===== src/cdms_defs.svh =====
// Constants for the channel data mux slice
`ifndef CDMS_DEFS_SVH
`define CDMS_DEFS_SVH
`define CDMS_DATA_W        5
`define CDMS_NUM_CH        3
`define CDMS_NUM_BRL       2
`define CDMS_MUX_RST       5'h00
`define CDMS_CLK_PERIOD_NS 10
`define CDMS_PHASE_NS      50
`define CDMS_PHASE_CYC     ((`CDMS_PHASE_NS) / (`CDMS_CLK_PERIOD_NS))
`define CDMS_FIFO_DEPTH    4
`define CDMS_SHIFT_BITS    4
`endif


===== src/cdms_pkg.sv =====
// Types for the channel data mux slice
`include "cdms_defs.svh"
package cdms_pkg;
  typedef logic [`CDMS_DATA_W-1:0] cdms_word_t;
  typedef enum logic {CDMS_MODE_LEVEL, CDMS_MODE_LEGACY} cdms_mode_e;
  typedef struct packed {
    logic [`CDMS_NUM_CH-1:0] fof;
    logic [`CDMS_NUM_CH-1:0] sel;
    logic [`CDMS_NUM_CH-1:0] empty;
    cdms_word_t              data;
  } cdms_barrel_s;
  typedef struct packed {
    logic       active;
    logic       full;
    logic       flag;
    logic       error;
  } cdms_ctl_s;
endpackage : cdms_pkg


===== src/cdms_fifo.sv =====
// Small valid/ready FIFO for external input words
`timescale 1ns/1ps
module cdms_fifo #(
  parameter int WIDTH = 5,
  parameter int DEPTH = 4
) (
  // Clock and reset
  input  wire logic             i_core_clk,
  input  wire logic             i_sys_rst,
  // Fill side
  input  wire logic             i_in_valid,
  input  wire logic [WIDTH-1:0] i_in_data,
  output logic                  o_in_ready,
  // Drain side
  output logic                  o_out_valid,
  output logic [WIDTH-1:0]      o_out_data,
  input  wire logic             i_out_ready
);
  localparam int AW = $clog2(DEPTH);
  logic [WIDTH-1:0] mem [DEPTH];
  logic [AW-1:0]    wr_ptr;
  logic [AW-1:0]    rd_ptr;
  logic [AW:0]      count;
  wire              push = i_in_valid && o_in_ready;
  wire              pop  = o_out_valid && i_out_ready;

  assign o_in_ready  = (count != (AW+1)'(DEPTH));
  assign o_out_valid = (count != '0);
  assign o_out_data  = mem[rd_ptr];

  always_ff @(posedge i_core_clk) begin
    if (push) begin
      mem[wr_ptr] <= i_in_data;
    end
  end

  always_ff @(posedge i_core_clk or posedge i_sys_rst) begin
    if (i_sys_rst) begin
      wr_ptr <= '0;
      rd_ptr <= '0;
      count  <= '0;
    end else begin
      if (push) wr_ptr <= (wr_ptr == AW'(DEPTH-1)) ? '0 : wr_ptr + AW'(1);
      if (pop)  rd_ptr <= (rd_ptr == AW'(DEPTH-1)) ? '0 : rd_ptr + AW'(1);
      count <= count + (AW+1)'(push) - (AW+1)'(pop);
    end
  end

  fifo_bound_a: assert property (@(posedge i_core_clk) disable iff (i_sys_rst)
    count <= (AW+1)'(DEPTH)) else $error("FIFO count over depth");
endmodule : cdms_fifo


===== src/cdms_slice.sv =====
// Channel data mux slice: three mux registers shared by two barrels
`timescale 1ns/1ps
`include "cdms_defs.svh"
module cdms_slice
  import cdms_pkg::*;
(
  // Clock and reset
  input  wire logic                      i_core_clk,
  input  wire logic                      i_sys_rst,
  // Delayed master clear, active low
  input  wire logic                      i_master_clear_delayed_n,
  // Barrel ports
  input  wire cdms_barrel_s              i_barrel0,
  input  wire cdms_barrel_s              i_barrel1,
  output cdms_word_t                     o_barrel0_data,
  output cdms_word_t                     o_barrel1_data,
  // External channels 0 and 1
  input  wire logic [1:0]                i_chan_load_n,
  input  wire cdms_word_t                i_ext_data0,
  input  wire cdms_word_t                i_ext_data1,
  input  wire logic                      i_ext_valid1,
  output logic                           o_ext_ready1,
  output cdms_word_t                     o_ext_out0,
  output cdms_word_t                     o_ext_out1,
  output logic                           o_buffer_odd_parity,
  output logic [`CDMS_NUM_CH-1:0]        o_mux_register_odd_parity,
  output logic [1:0]                     o_chan_legacy,
  // Strobe phases
  output logic                           o_base_clock_phase,
  output logic                           o_strobe_phase_a,
  output logic                           o_strobe_phase_b,
  output logic                           o_strobe_phase_c,
  output logic                           o_strobe_phase_d,
  // Maintenance serial access
  input  wire cdms_ctl_s [`CDMS_NUM_CH-1:0] i_chan_ctl,
  input  wire logic [1:0]                i_mac_addr,
  input  wire logic                      i_mac_load,
  output logic                           o_mac_serial_data
);
  localparam int PC = `CDMS_PHASE_CYC;
  localparam int PW = $clog2(PC);

  // Phase divider: one base phase pulse every 50 ns
  logic [PW-1:0] div_cnt;
  logic [1:0]    slot_ph;
  logic          mcd_q;
  wire           mcd_rise = i_master_clear_delayed_n && !mcd_q;
  wire           base_tick = (div_cnt == PW'(PC-1));
  wire           mc_active = !i_master_clear_delayed_n;

  always_ff @(posedge i_core_clk or posedge i_sys_rst) begin
    if (i_sys_rst) begin
      mcd_q   <= 1'b1;
      div_cnt <= '0;
      slot_ph <= '0;
    end else begin
      mcd_q <= i_master_clear_delayed_n;
      if (mcd_rise) begin
        div_cnt <= '0;
        slot_ph <= '0;
      end else begin
        div_cnt <= base_tick ? '0 : div_cnt + PW'(1);
        if (base_tick) slot_ph <= slot_ph + 2'd1;
      end
    end
  end

  // Four strobe phases rotate, one per base phase pulse, each repeating every four base phases
  assign o_base_clock_phase = base_tick;
  assign o_strobe_phase_a   = base_tick && (slot_ph == 2'd0);
  assign o_strobe_phase_b   = base_tick && (slot_ph == 2'd1);
  assign o_strobe_phase_c   = base_tick && (slot_ph == 2'd2);
  assign o_strobe_phase_d   = base_tick && (slot_ph == 2'd3);

  // Mode capture during master clear
  logic [1:0] chan_legacy;
  always_ff @(posedge i_core_clk or posedge i_sys_rst) begin
    if (i_sys_rst) begin
      chan_legacy <= 2'b00;
    end else if (mc_active) begin
      chan_legacy <= ~i_chan_load_n;
    end
  end
  assign o_chan_legacy = chan_legacy;

  // Channel 1 input passes through a FIFO so bursts are not lost in level mode, unless a barrel writes mux register 1 on the same pulse
  logic       fifo_valid;
  cdms_word_t fifo_data;
  wire        fifo_pop = base_tick && !mc_active && !i_chan_load_n[1];
  cdms_fifo #(.WIDTH(`CDMS_DATA_W), .DEPTH(`CDMS_FIFO_DEPTH)) u_fifo (
    .i_core_clk  (i_core_clk),
    .i_sys_rst   (i_sys_rst),
    .i_in_valid  (i_ext_valid1),
    .i_in_data   (i_ext_data1),
    .o_in_ready  (o_ext_ready1),
    .o_out_valid (fifo_valid),
    .o_out_data  (fifo_data),
    .i_out_ready (fifo_pop)
  );

  // Legacy buffer latched on strobe phase b
  cdms_word_t buf_reg [2];
  wire cdms_word_t ext_in [2];
  assign ext_in[0] = i_ext_data0;
  assign ext_in[1] = fifo_valid ? fifo_data : buf_reg[1];
  always_ff @(posedge i_core_clk or posedge i_sys_rst) begin
    if (i_sys_rst) begin
      buf_reg[0] <= `CDMS_MUX_RST;
      buf_reg[1] <= `CDMS_MUX_RST;
    end else if (o_strobe_phase_b) begin
      buf_reg[0] <= ext_in[0];
      buf_reg[1] <= ext_in[1];
    end
  end
  assign o_buffer_odd_parity = ~^buf_reg[1];

  // Mux registers
  cdms_word_t mux_reg [`CDMS_NUM_CH];
  cdms_word_t next_mux [`CDMS_NUM_CH];
  logic [`CDMS_NUM_CH-1:0] wr0;
  logic [`CDMS_NUM_CH-1:0] wr1;
  logic [`CDMS_NUM_CH-1:0] ext_ld;
  // Barrel 1 is chosen when both write, only reachable if the barrels misbehave
  assign wr0 = i_barrel0.fof & i_barrel0.sel;
  assign wr1 = i_barrel1.fof & i_barrel1.sel;

  always_comb begin
    for (int c = 0; c < `CDMS_NUM_CH; c++) begin
      ext_ld[c] = 1'b0;
      next_mux[c] = mux_reg[c];
      if (c < 2) begin
        ext_ld[c] = !mc_active && !i_chan_load_n[c] && !(wr0[c] || wr1[c]);
        // An empty FIFO in level mode holds the last word instead of a stale buffer
        if (ext_ld[c] && (c != 1 || chan_legacy[c] || fifo_valid)) begin
          next_mux[c] = chan_legacy[c] ? buf_reg[c] : ext_in[c];
        end
      end
      if (wr0[c]) next_mux[c] = i_barrel0.data;
      if (wr1[c]) next_mux[c] = i_barrel1.data;
    end
  end

  always_ff @(posedge i_core_clk or posedge i_sys_rst) begin
    if (i_sys_rst) begin
      for (int c = 0; c < `CDMS_NUM_CH; c++) mux_reg[c] <= `CDMS_MUX_RST;
    end else if (base_tick) begin
      for (int c = 0; c < `CDMS_NUM_CH; c++) mux_reg[c] <= next_mux[c];
    end
  end

  generate
    for (genvar g = 0; g < `CDMS_NUM_CH; g++) begin : g_par
      assign o_mux_register_odd_parity[g] = ~^mux_reg[g];
    end
  endgenerate

  // Read selection
  wire [`CDMS_NUM_CH-1:0] rd0 = i_barrel0.empty & i_barrel0.sel;
  wire [`CDMS_NUM_CH-1:0] rd1 = i_barrel1.empty & i_barrel1.sel;
  cdms_word_t rd_data0;
  cdms_word_t rd_data1;
  always_comb begin
    rd_data0 = '0;
    rd_data1 = '0;
    for (int c = 0; c < `CDMS_NUM_CH; c++) begin
      if (rd0[c]) rd_data0 = rd_data0 | mux_reg[c];
      if (rd1[c]) rd_data1 = rd_data1 | mux_reg[c];
    end
  end

  // Barrel outputs from flops updated every cycle, external outputs from flops held one phase
  cdms_word_t next_ext [2];
  assign next_ext[0] = chan_legacy[0] ? (o_strobe_phase_c ? mux_reg[0] : '0) : mux_reg[0];
  assign next_ext[1] = chan_legacy[1] ? (o_strobe_phase_c ? mux_reg[1] : '0) : mux_reg[1];
  always_ff @(posedge i_core_clk or posedge i_sys_rst) begin
    if (i_sys_rst) begin
      o_barrel0_data <= '0;
      o_barrel1_data <= '0;
      o_ext_out0     <= '0;
      o_ext_out1     <= '0;
    end else begin
      o_barrel0_data <= rd_data0;
      o_barrel1_data <= rd_data1;
      if (base_tick) begin
        o_ext_out0 <= next_ext[0];
        o_ext_out1 <= next_ext[1];
      end
    end
  end

  // Maintenance shifter: address picks channel, load snapshots flags
  logic [`CDMS_SHIFT_BITS-1:0] shreg;
  wire [1:0] mac_ch = (i_mac_addr == 2'd3) ? 2'd2 : i_mac_addr;
  wire cdms_ctl_s sel_ctl = i_chan_ctl[mac_ch];
  always_ff @(posedge i_core_clk or posedge i_sys_rst) begin
    if (i_sys_rst) begin
      shreg <= '0;
    end else if (i_mac_load) begin
      shreg <= sel_ctl;
    end else begin
      shreg <= {shreg[`CDMS_SHIFT_BITS-2:0], 1'b0};
    end
  end
  assign o_mac_serial_data = shreg[`CDMS_SHIFT_BITS-1];

  // Checks
  phase_sync_a: assert property (@(posedge i_core_clk) disable iff (i_sys_rst)
    mcd_rise |=> (div_cnt == PW'(0)) && (slot_ph == 2'd0)) else $error("Phase not resynced");
  mode_hold_a: assert property (@(posedge i_core_clk) disable iff (i_sys_rst)
    !mc_active && !$past(mc_active) |-> $stable(chan_legacy)) else $error("Mode changed");
  empty_low_a: assert property (@(posedge i_core_clk) disable iff (i_sys_rst)
    (i_barrel0.empty == '0) |=> (o_barrel0_data == '0)) else $error("Barrel 0 not zero");
  write_strobe_a: assert property (@(posedge i_core_clk) disable iff (i_sys_rst)
    base_tick && wr0[0] && !wr1[0] |=> mux_reg[0] == $past(i_barrel0.data))
    else $error("Write lost");
  parity_odd_a: assert property (@(posedge i_core_clk) disable iff (i_sys_rst)
    ^{o_mux_register_odd_parity[1], mux_reg[1]} == 1'b1) else $error("Parity wrong");
  buf_parity_a: assert property (@(posedge i_core_clk) disable iff (i_sys_rst)
    ^{o_buffer_odd_parity, buf_reg[1]} == 1'b1) else $error("Buffer parity wrong");
  level_mirror_a: assert property (@(posedge i_core_clk) disable iff (i_sys_rst)
    base_tick && !chan_legacy[0] |=> o_ext_out0 == $past(mux_reg[0])) else $error("No mirror");
  clear_noload_a: assert property (@(posedge i_core_clk) disable iff (i_sys_rst)
    base_tick && mc_active && (wr0 | wr1) == '0 |=> $stable(mux_reg[0]))
    else $error("Load during clear");
  shift_out_a: assert property (@(posedge i_core_clk) disable iff (i_sys_rst)
    i_mac_load && i_mac_addr == 2'd0 ##1 !i_mac_load |->
      o_mac_serial_data == $past(i_chan_ctl[0].active))
    else $error("Shift order");
endmodule : cdms_slice


===== config.mk =====
export PLATFORM = sky130hd
export DESIGN_NAME = cdms_slice
export DESIGN_NICKNAME = d
export VERILOG_FILES = /design/src/cdms_pkg.sv /design/src/cdms_fifo.sv /design/src/cdms_slice.sv
export VERILOG_INCLUDE_DIRS = /design/src /design/src/src
export SDC_FILE = /design/constraint.sdc
export NUM_CORES = 1
export LEC_CHECK = 0
export BUFFER_PORTS_ARGS = -buffer_cell sky130_fd_sc_hd__clkbuf_2
export CORE_ASPECT_RATIO = 1.25
export CORE_UTILIZATION = 50
export CTS_CLUSTER_SIZE = 8
export DETAILED_ROUTE_END_ITERATION = 10
export PLACE_DENSITY = 0.85
export SYNTH_ARGS = -nofsm -noshare
export SYNTH_HDL_FRONTEND = slang
export SYNTH_SLANG_ARGS = --single-unit

===== constraint.sdc =====
create_clock -name i_core_clk -period 2.6 [get_ports i_core_clk]
set_input_delay 0.65 -clock i_core_clk [delete_from_list [all_inputs] [get_ports i_core_clk]]
set_output_delay 0.65 -clock i_core_clk [all_outputs]
set_load 0.05 [all_outputs]

==> results of run 1 <==
[cells in the final DEF, fill, tap and decap left out, types with 4 or more instances in the layout]
cell / instances
and2_1: 6
edfxtp_1: 20
nand2_1: 10
a22o_1: 10
clkbuf_8: 9
mux2i_1: 22
a31oi_1: 5
ha_1: 13
o21ai_0: 15
nor2_1: 17
dfrtp_1: 63
clkbuf_2: 91
xor2_1: 4
a21oi_1: 18
mux2_2: 17
xnor2_1: 15
and3_1: 8
nand3_1: 55
inv_1: 14
mux4_2: 5
[final timing paths]
kind | cells after the start | endpoint | slack (ns) | from
max | 7 | o_strobe_phase_b | 0.10 | div_cnt[0]
min | 2 | mux_reg[0] | 0.36 | i_sys_rst
max reg2reg | 11 | u_fifo.count[2] | 0.22 | div_cnt[0]
min reg2reg | 1 | div_cnt[0] | 0.48 | div_cnt[0]
max in group asynchronous | 3 | mcd_q | 1.57 | i_sys_rst
min in group i_core_clk | 1 | div_cnt[0] | 0.48 | div_cnt[0]
[report_power, final]
group | leakage [nW] | switching [mW] | internal (mW)
clock | 0.0935 | 0.493 | 0.453
sequential | 0.971 | 0.468 | 1.81
combinational | 1.21 | 1.81 | 0.969
total | 2.27 | 2.77 | 3.23
[routing by layer]
layer	part of all wire	wire, µm	GRT usage
met5	0	0	0
met4	0.049	464	0.133
met3	0.078	740	0.0454
met2	0.50	4710	0.393
met1	0.38	3560	0.268
[logic make-up after synthesis]
logic type | synth area share
buffers and inverters | 0.0270
AOI/OAI and AO/OA | 0.0882
xor gates and xnor gates | 0.0403
DFF | 0.534
and+or+nand+nor | 0.139
muxes | 0.127
adders and majority gates | 0.0443
[layout make-up]
| type | count | area (µm²) | share of cell area |
|---|---|---|---|
| Sequential cell | 84 | 2200 | 0.450 |
| Multi-Input combinational cell | 245 | 1810 | 0.370 |
| Timing Repair Buffer | 95 | 498 | 0.102 |
| Clock buffer | 10 | 128 | 0.0261 |
| Tap cell | 95 | 119 | 0.0243 |
| Clock inverter | 6 | 71.3 | 0.0146 |
| Inverter | 16 | 62.6 | 0.0128 |
==> impl_metrics.py, run 1 <==
metrics = {
    "synth": {
        "yosys_warnings": 0,
        "synthDominantCellAreaShare": 0.382,
        "yosysUniqueCellTypes": 41,
        "synth_edf_count": 20,
        "ys_ff_latch": 84,
        "avgSynthCellArea_um2": 11.6,
        "syn_area_um2": 4130,
        "synth.most_common_cell": "dfrtp_1",
        "synth_largest_area_cell": "dfrtp_1",
        "synth_ff_type": "dfrtp_1",
        "seq_area_frac_synth": 0.534,
        "synth.area.top_cells": "dfrtp_1, edfxtp_1, nand3_1",
        "syn_inst": 355,
        "async_reset_ff_frac": 0.762,
        "synthTopCellsByCount": "dfrtp_1, nand3_1, mux2i_1, edfxtp_1, a21oi_1",
        "synth_nets": 428,
    },
    "global_route": {
        "overflow": 0,
        "grt_pass1_wl_um": 15400,
        "grt_pass1_vias": 3229,
        "grt_antenna_before_repair": 0,
        "grt_max_degree": 37,
        "grt_use_total": 0.230,
    },
    "critical_path": {
        "critPathMaxStageDelay_ns": 0.41,
        "start_kind": "register",
        "arrival_ns": 1.85,
        "path_max_fanout": 12,
        "crit_chain": "inv_1 -> ha_1 -> nand2_2 -> inv_4 -> nand2_2 -> inv_1 -> clkbuf_2",
        "cp_data_required_time_ns": 1.95,
        "crit_type": "register to primary output",
        "cp_top_family": "buffers and inverters",
        "path_buf_inv": 4,
        "crit_path_end_kind": "primary output",
        "cp_slowest_cell": "dfrtp_1",
    },
    "route": {
        "drc": 0,
        "firstDrtPassIters": 5,
        "drt_wl_total_um": 9480,
        "first_iter_violations": 306,
        "drt-vias-per-instance": 5.81,
        "num_vias": 3200,
        "avgRoutedWirePerCell_um": 17.2,
        "drt.antenna.violating_nets": 0,
    },
    "clocking": {
        "cts-root-buf": "clkbuf_8",
        "cts_max_level": 3,
        "cts_setup_buffers": 0,
        "clk_path_buf_depth": 2,
        "postCtsHoldBufs": 0,
        "clk_latency_ns": 0.36,
        "clkSinkCount": 84,
        "clk_pin_slew_ns": 0.10,
        "cts_resized": 0,
        "cts_buffers": 9,
        "cts_tree": "yes",
    },
    "timing": {
        "fmax_mhz": 400,
        "slew_viol_final": 0,
        "holdWs_ns": 0.362,
        "hold_viol": 0,
        "finalSetupTns_ns": 0,
        "min_period_ns": 2.50,
        "worst_pin_slew_ns": 0.651,
        "fin_skew_ns": 0.0144,
        "timing.slew.headroom": 0.566,
        "timing.final.crit_share": 0.961,
        "fin_ws_ns": 0.103,
        "setup_viol": 0,
    },
    "die": {
        "io_pins": 92,
        "core_area_um2": 7880,
        "initial_utilization": 0.524,
        "die_w_um": 83.3,
        "die_h_um": 104,
        "dieArea_um2": 8630,
        "rows": 36,
    },
    "finish": {
        "final_util": 0.621,
        "diodes": 0,
        "final_nets": 524,
        "fin_area_um2": 4890,
        "largest_register_ff_count": 20,
        "area_growth_syn_to_layout_pct": 18.6,
        "stdcell_count": 551,
        "fillers": 624,
        "drive_gt1_frac": 0.316,
    },
    "power_and_ir_drop": {
        "p_leak_nw": 2.27,
        "peakVddDrop_uv": 1370,
        "power_density_nw_per_um2": 1230,
        "power_mw": 6.00,
    },
    "placed_design": {
        "place_ws_ns": 0.188,
        "gp_congestion": 0.997,
        "dp.cells": 535,
        "placed_area_um2": 4690,
        "io_buffer_count": 91,
        "dp_hpwl_um": 7350,
    },
    "min_path": {
        "holdCritPathClass": "input pin to async pin",
    },
    "job": {
        "max_cap_viol_count": 0,
    },
    "status": {
        "outcome": "finished, final reports clean",
    },
}
Power figures use the tool's default switching activity.
==> inputs of run 2 (changes only) <==
--- a/config.mk
+++ b/config.mk
@@ -12,6 +12,8 @@
 export CTS_CLUSTER_SIZE = 8
 export DETAILED_ROUTE_END_ITERATION = 10
 export PLACE_DENSITY = 0.85
+export SETUP_SLACK_MARGIN = 0.2
+export SLEW_MARGIN = 10
 export SYNTH_ARGS = -nofsm -noshare
 export SYNTH_HDL_FRONTEND = slang
 export SYNTH_SLANG_ARGS = --single-unit
==> run 2 against run 1 <==
  * Hold slack got worse by 0.0048 ns
  * Combinational power barely moved
  * Sequential power hardly changed
  * Clock-buffer cell count stayed put
  * Die area unchanged
  * Clock skew down 0.0021 ns
  * Design area grew 0.72%
  * Register-to-register slack better by 0.15 ns
  * Via count down 0.50%
  * Critical path depth down 3
  * First-iteration DRC count is 7.8% lower
  * Critical endpoint is now o_mux_register_odd_parity[1]
==> impl_metrics.py, run 2 (synthesized netlist as in run 1, its figures left out) <==
metrics = {
    "route": {
        "drt_wl_total_um": 9440,
        "avgRoutedWirePerCell_um": 17.1,
        "drt-vias-per-instance": 5.78,
        "firstDrtPassIters": 6,
        "drc": 0,
        "num_vias": 3184,
        "first_iter_violations": 282,
        "drt.antenna.violating_nets": 0,
    },
    "global_route": {
        "grt_use_total": 0.231,
        "grt_pass1_vias": 3226,
        "grt_max_degree": 37,
        "grt_pass1_wl_um": 15400,
        "overflow": 0,
        "grt_antenna_before_repair": 0,
    },
    "clocking": {
        "postCtsHoldBufs": 0,
        "clk_latency_ns": 0.36,
        "clk_pin_slew_ns": 0.09,
        "cts_max_level": 3,
        "cts_setup_buffers": 0,
        "cts_tree": "yes",
        "clkSinkCount": 84,
        "clk_path_buf_depth": 2,
        "cts-root-buf": "clkbuf_8",
        "cts_buffers": 9,
    },
    "timing": {
        "worst_pin_slew_ns": 0.643,
        "finalSetupTns_ns": 0,
        "rsz0062_at_grt": "no",
        "holdWs_ns": 0.357,
        "fin_skew_ns": 0.0123,
        "hold_viol": 0,
        "timing.final.crit_share": 0.895,
        "slew_viol_final": 0,
        "fmax_mhz": 430,
        "setup_viol": 0,
        "min_period_ns": 2.33,
        "timing.slew.headroom": 0.571,
    },
    "die": {
        "die_w_um": 83.3,
        "die_h_um": 104,
        "initial_utilization": 0.524,
        "io_pins": 92,
        "dieArea_um2": 8630,
        "rows": 36,
        "core_area_um2": 7880,
    },
    "power_and_ir_drop": {
        "p_leak_nw": 2.28,
        "power_density_nw_per_um2": 1220,
        "peakVddDrop_uv": 1370,
        "power_mw": 6.03,
    },
    "status": {
        "outcome": "finished, final reports clean",
    },
    "finish": {
        "drive_gt1_frac": 0.318,
        "largest_register_ff_count": 20,
        "fillers": 622,
        "diodes": 0,
        "final_nets": 524,
        "area_growth_syn_to_layout_pct": 19.4,
        "layout_commonest_cell": "clkbuf_2",
        "fin_area_um2": 4930,
        "final_cell_mix": "clkbuf_2, dfrtp_1, nand3_1",
        "final_util": 0.625,
    },
    "critical_path": {
        "crit_type": "register to primary output",
        "cp_slowest_cell": "dfrtp_1",
        "crit_path_end_kind": "primary output",
        "arrival_ns": 1.68,
        "cp_data_required_time_ns": 1.95,
        "path_max_fanout": 5,
        "crit_chain": "xor2_1 -> xnor2_1 -> xnor2_1 -> clkbuf_2",
        "start_kind": "register",
        "r2r_setup_slack_ns": 0.37,
        "cp_common_cell": "xnor2_1",
        "critPathMaxStageDelay_ns": 0.48,
    },
    "placed_design": {
        "placed_area_um2": 4690,
        "io_buffer_count": 91,
        "dp_hpwl_um": 7350,
        "gp_congestion": 0.997,
    },
    "min_path": {
        "holdCritPathClass": "input pin to async pin",
    },
    "job": {
        "max_cap_viol_count": 0,
    },
}
## run 2: cell count changes in the layout (fill, tap and decap cells not counted), sizes merged
| cell | previous run | this run |
|---|---|---|
| clkbuf | 101 | 100 |
| inv | 18 | 17 |
| buf | 4 | 5 |
| clkinv | 1 | 2 |
## run 2: repair_timing
item                                    4_1_cts  5_1_grt
resized for setup                             4        7
hold endpoints to repair                      0        0
pin swaps                                     0        1
endpoints found under the setup margin        2        3
## run 2: critical path: cells and delay by family (launching register included)
family / cells / cell delay, ns
XOR/XNOR: 3 / 0.54
buffers and inverters: 1 / 0.30
flip-flops: 1 / 0.48
## run 2: layout make-up
class | instances | area, µm² | area share
flip-flops and latches | 84 | 2200 | 0.447
inverters | 16 | 65.1 | 0.0132
clock inverters | 6 | 71.3 | 0.0145
repair buffers | 95 | 503 | 0.102
well taps | 95 | 119 | 0.0241
multi-input cells | 245 | 1840 | 0.373
clock buffers | 10 | 128 | 0.0259
## run 2: report_power, final
| group | leakage (nW) | internal, mW | switching (mW) |
|---|---|---|---|
| combinational | 1.22 | 0.978 | 1.83 |
| clock | 0.0935 | 0.453 | 0.491 |
| sequential | 0.971 | 1.81 | 0.472 |
| total | 2.28 | 3.24 | 2.79 |
## run 2: worst paths after layout
path | startpoint | to | cells past startpoint
max | mux_reg[5] | o_mux_register_odd_parity[1] | 4
min | i_sys_rst | mux_reg[0] | 2
max reg2reg | div_cnt[0] | u_fifo.count[2] | 11
min reg2reg | div_cnt[0] | div_cnt[0] | 1
max in group asynchronous | i_sys_rst | mcd_q | 3
min in group i_core_clk | div_cnt[0] | div_cnt[0] | 1
## run 2: metal layers
layer / vias up / GRT usage / part of all wire
met5: - / 0 / 0
met4: 0 / 0.113 / 0.037
met3: 33 / 0.0526 / 0.086
met2: 166 / 0.398 / 0.51
met1: 1507 / 0.269 / 0.37
li1: 1478 / - / -
## run 2: through the flow
stage	instances	worst slack, ns
after global routing	551	0.203
after detailed placement	535	0.188
after global placement	535	0.234
final	551	0.272
after floorplan	355	0.337
after CTS	551	0.221
==> inputs of run 3 (changes only) <==
--- a/config.mk
+++ b/config.mk
@@ -6,12 +6,14 @@
 export SDC_FILE = /design/constraint.sdc
 export NUM_CORES = 1
 export LEC_CHECK = 0
+export ABC_AREA = 1
 export BUFFER_PORTS_ARGS = -buffer_cell sky130_fd_sc_hd__clkbuf_2
+export CAP_MARGIN = 0
 export CORE_ASPECT_RATIO = 1.25
-export CORE_UTILIZATION = 50
+export CORE_UTILIZATION = 30
 export CTS_CLUSTER_SIZE = 8
 export DETAILED_ROUTE_END_ITERATION = 10
-export PLACE_DENSITY = 0.85
+export PLACE_DENSITY = 0.59
 export SETUP_SLACK_MARGIN = 0.2
 export SLEW_MARGIN = 10
 export SYNTH_ARGS = -nofsm -noshare
==> run 3 against run 2 <==
  * Synthesized cell count up 46%
  * Area after synthesis up 5.1%
  * Flip-flop and latch count unchanged
  * Hold slack worse by 0.042 ns
  * First-iteration DRC count down 29%
  * Critical path depth up 3
  * Design area up 7.7%
  * Combinational power up 8.9%
  * Largest power group unchanged
  * Highest routed layer unchanged
==> impl_metrics.py, run 3 <==
metrics = {
    "route": {
        "first_iter_violations": 201,
        "drt.antenna.violating_nets": 0,
        "drt_wl_total_um": 10900,
        "avgRoutedWirePerCell_um": 13.7,
        "num_vias": 3663,
        "drt-vias-per-instance": 4.60,
        "firstDrtPassIters": 4,
        "drc": 0,
    },
    "power_and_ir_drop": {
        "peakVddDrop_uv": 900,
        "p_leak_nw": 2.81,
        "swShare": 0.467,
        "p_int_mw": 3.51,
        "power.switching_mw": 3.08,
        "power_density_nw_per_um2": 1240,
        "power_mw": 6.58,
        "p_clk_frac": 0.195,
        "combinationalPowerShare": 0.465,
        "seqPwrFrac": 0.340,
    },
    "finish": {
        "drive_gt1_frac": 0.207,
        "fillers": 1451,
        "diodes": 0,
        "final_cell_mix": "nand2_1, clkbuf_2, inv_1",
        "final_util": 0.379,
        "area_growth_syn_to_layout_pct": 22.3,
        "largest_register_ff_count": 20,
        "final_nets": 691,
        "layout_commonest_cell": "nand2_1",
    },
    "placed_design": {
        "dp_hpwl_um": 8640,
        "io_buffer_count": 91,
        "gp_congestion": 0.938,
    },
    "synth": {
        "ys_ff_latch": 84,
        "synth_compound_area_frac": 0.0926,
        "synth_ff_type": "dfrtp_1",
        "yosys_warnings": 0,
        "synth_largest_area_cell": "dfrtp_1",
        "synth.area.top_cells": "dfrtp_1, nand2_1, edfxtp_1",
        "synthTopCellsByCount": "nand2_1, inv_1, dfrtp_1, nor2_1, nand3_1",
        "synth_mux_area_frac": 0,
        "syn_area_um2": 4340,
        "synthSimpleGateAreaFrac": 0.232,
        "async_reset_ff_frac": 0.762,
        "synth_fa_ha_area_frac": 0.0421,
        "synth_top_family_by_area": "simple AND/OR/NAND/NOR gates",
        "synth_edf_count": 20,
        "avgSynthCellArea_um2": 8.38,
        "syn_inst": 518,
        "synthXorXnorAreaFrac": 0.0384,
        "synth_nets": 591,
        "yosysUniqueCellTypes": 32,
        "seq_area_frac_synth": 0.508,
        "synth.most_common_cell": "nand2_1",
        "synthDominantCellAreaShare": 0.363,
    },
    "critical_path": {
        "crit_chain": "inv_1 -> ha_1 -> nand2_4 -> inv_6 -> nand2_4 -> inv_1 -> buf_4",
        "critPathMaxStageDelay_ns": 0.39,
        "path_max_fanout": 17,
        "arrival_ns": 1.65,
        "cp_data_required_time_ns": 1.95,
        "startpoint": "div_cnt[0]",
        "cp_slowest_cell": "dfrtp_1",
        "crit_type": "register to primary output",
        "crit_path_end_kind": "primary output",
        "start_kind": "register",
        "reg2reg_from": "div_cnt[0]",
    },
    "global_route": {
        "grt_use_total": 0.160,
        "grt_max_degree": 24,
        "overflow": 0,
        "grt_pass1_wl_um": 18000,
        "grt_pass1_vias": 3793,
        "grt_antenna_before_repair": 0,
    },
    "die": {
        "core_area_um2": 14000,
        "die_h_um": 136,
        "dieArea_um2": 15000,
        "rows": 48,
        "initial_utilization": 0.310,
        "die_w_um": 110,
        "io_pins": 92,
    },
    "timing": {
        "timing.slew.headroom": 0.659,
        "worst_pin_slew_ns": 0.511,
        "slew_viol_final": 0,
        "min_period_ns": 2.30,
        "fin_skew_ns": 0.00859,
        "rsz0062_at_grt": "yes",
        "timing.final.crit_share": 0.886,
        "hold_viol": 0,
        "setup_viol": 0,
        "finalSetupTns_ns": 0,
        "fmax_mhz": 434,
        "holdWs_ns": 0.316,
    },
    "clocking": {
        "cts_max_level": 3,
        "clk_path_buf_depth": 2,
        "cts_setup_buffers": 0,
        "clk_latency_ns": 0.34,
        "postCtsHoldBufs": 0,
        "cts_resized": 4,
        "cts_buffers": 9,
        "cts_tree": "yes",
        "clkSinkCount": 84,
        "clk_pin_slew_ns": 0.06,
        "cts-root-buf": "clkbuf_16",
    },
    "job": {
        "max_cap_viol_count": 0,
    },
    "min_path": {
        "holdCritPathClass": "input pin to async pin",
    },
    "status": {
        "outcome": "finished, final reports clean",
    },
}
[run 3: changes by cell type in the layout (fill, tap and decap cells not counted), sizes merged, moves of 11 or more]
cell | before | now
nand3 | 55 | 35
a21oi | 19 | 8
o21ai | 16 | 30
mux2i | 22 | 0
nand2 | 13 | 168
inv | 17 | 84
nor2 | 18 | 44
mux2 | 17 | 0
[run 3: power groups by stage]
stage	clock [mW]	combinational (mW)	sequential, mW
CTS	1.31	3.10	2.24
global placement	0	3.01	2.24
detailed placement	0	3.07	2.27
global route	1.37	3.37	2.31
finish	1.28	3.06	2.24
floorplan	0	1.97	2.57
[run 3: path summary, 6_finish.rpt]
kind                                     to  cells after the start  slack (ns)
hold / removal             u_fifo.wr_ptr[1]                      2        0.32
max in group asynchronous        mux_reg[3]                      3        1.59
setup reg to reg            u_fifo.count[2]                     12        0.43
setup / recovery           o_strobe_phase_b                      7        0.30
min in group i_core_clk          div_cnt[0]                      1        0.46
hold reg to reg                  div_cnt[0]                      1        0.46
[run 3: worst max-delay path, delay by kind of cell, from the launching register on]
kind                       cells  cell delay [ns]
DFF                            1             0.39
buffers and inverters          4             0.53
adders and majority gates      1             0.19
and+or+nand+nor                2             0.19
[run 3: metal layers]
metal	GRT usage	part of all wire	wire length (µm)
met1	0.181	0.41	4480
met2	0.278	0.50	5390
met4	0.0844	0.037	408
met3	0.0345	0.056	612
met5	0	0	0
[run 3: stage by stage]
stage | instance area (µm²) | setup slack (ns) | cells
final | 5310 | 0.296 | 797
after global routing | 5310 | 0.196 | 797
after CTS | 5310 | 0.236 | 797
after detailed placement | 5000 | 0.308 | 782
after global placement | 5000 | 0.363 | 782
after floorplan | 4340 | 0.354 | 518
[run 3: final cells by class]
cell class                 count  area (µm²)  share of cell area
clock buffer                  13         260              0.0490
multi-input combinational    342        1760               0.332
clock inverter                 2        35.0             0.00660
timing repair buffer          97         505              0.0952
sequential                    84        2200               0.415
tap                          175         219              0.0413
inverter                      84         320              0.0603
[run 3: kinds of logic after synthesis]
logic type | count (synthesis)
AND/OR/NAND/NOR | 247
buffers and inverters | 92
flip-flops | 84
AO/OA/AOI/OAI | 62
XOR/XNOR | 19
adder cells (fa/ha/maj) | 14
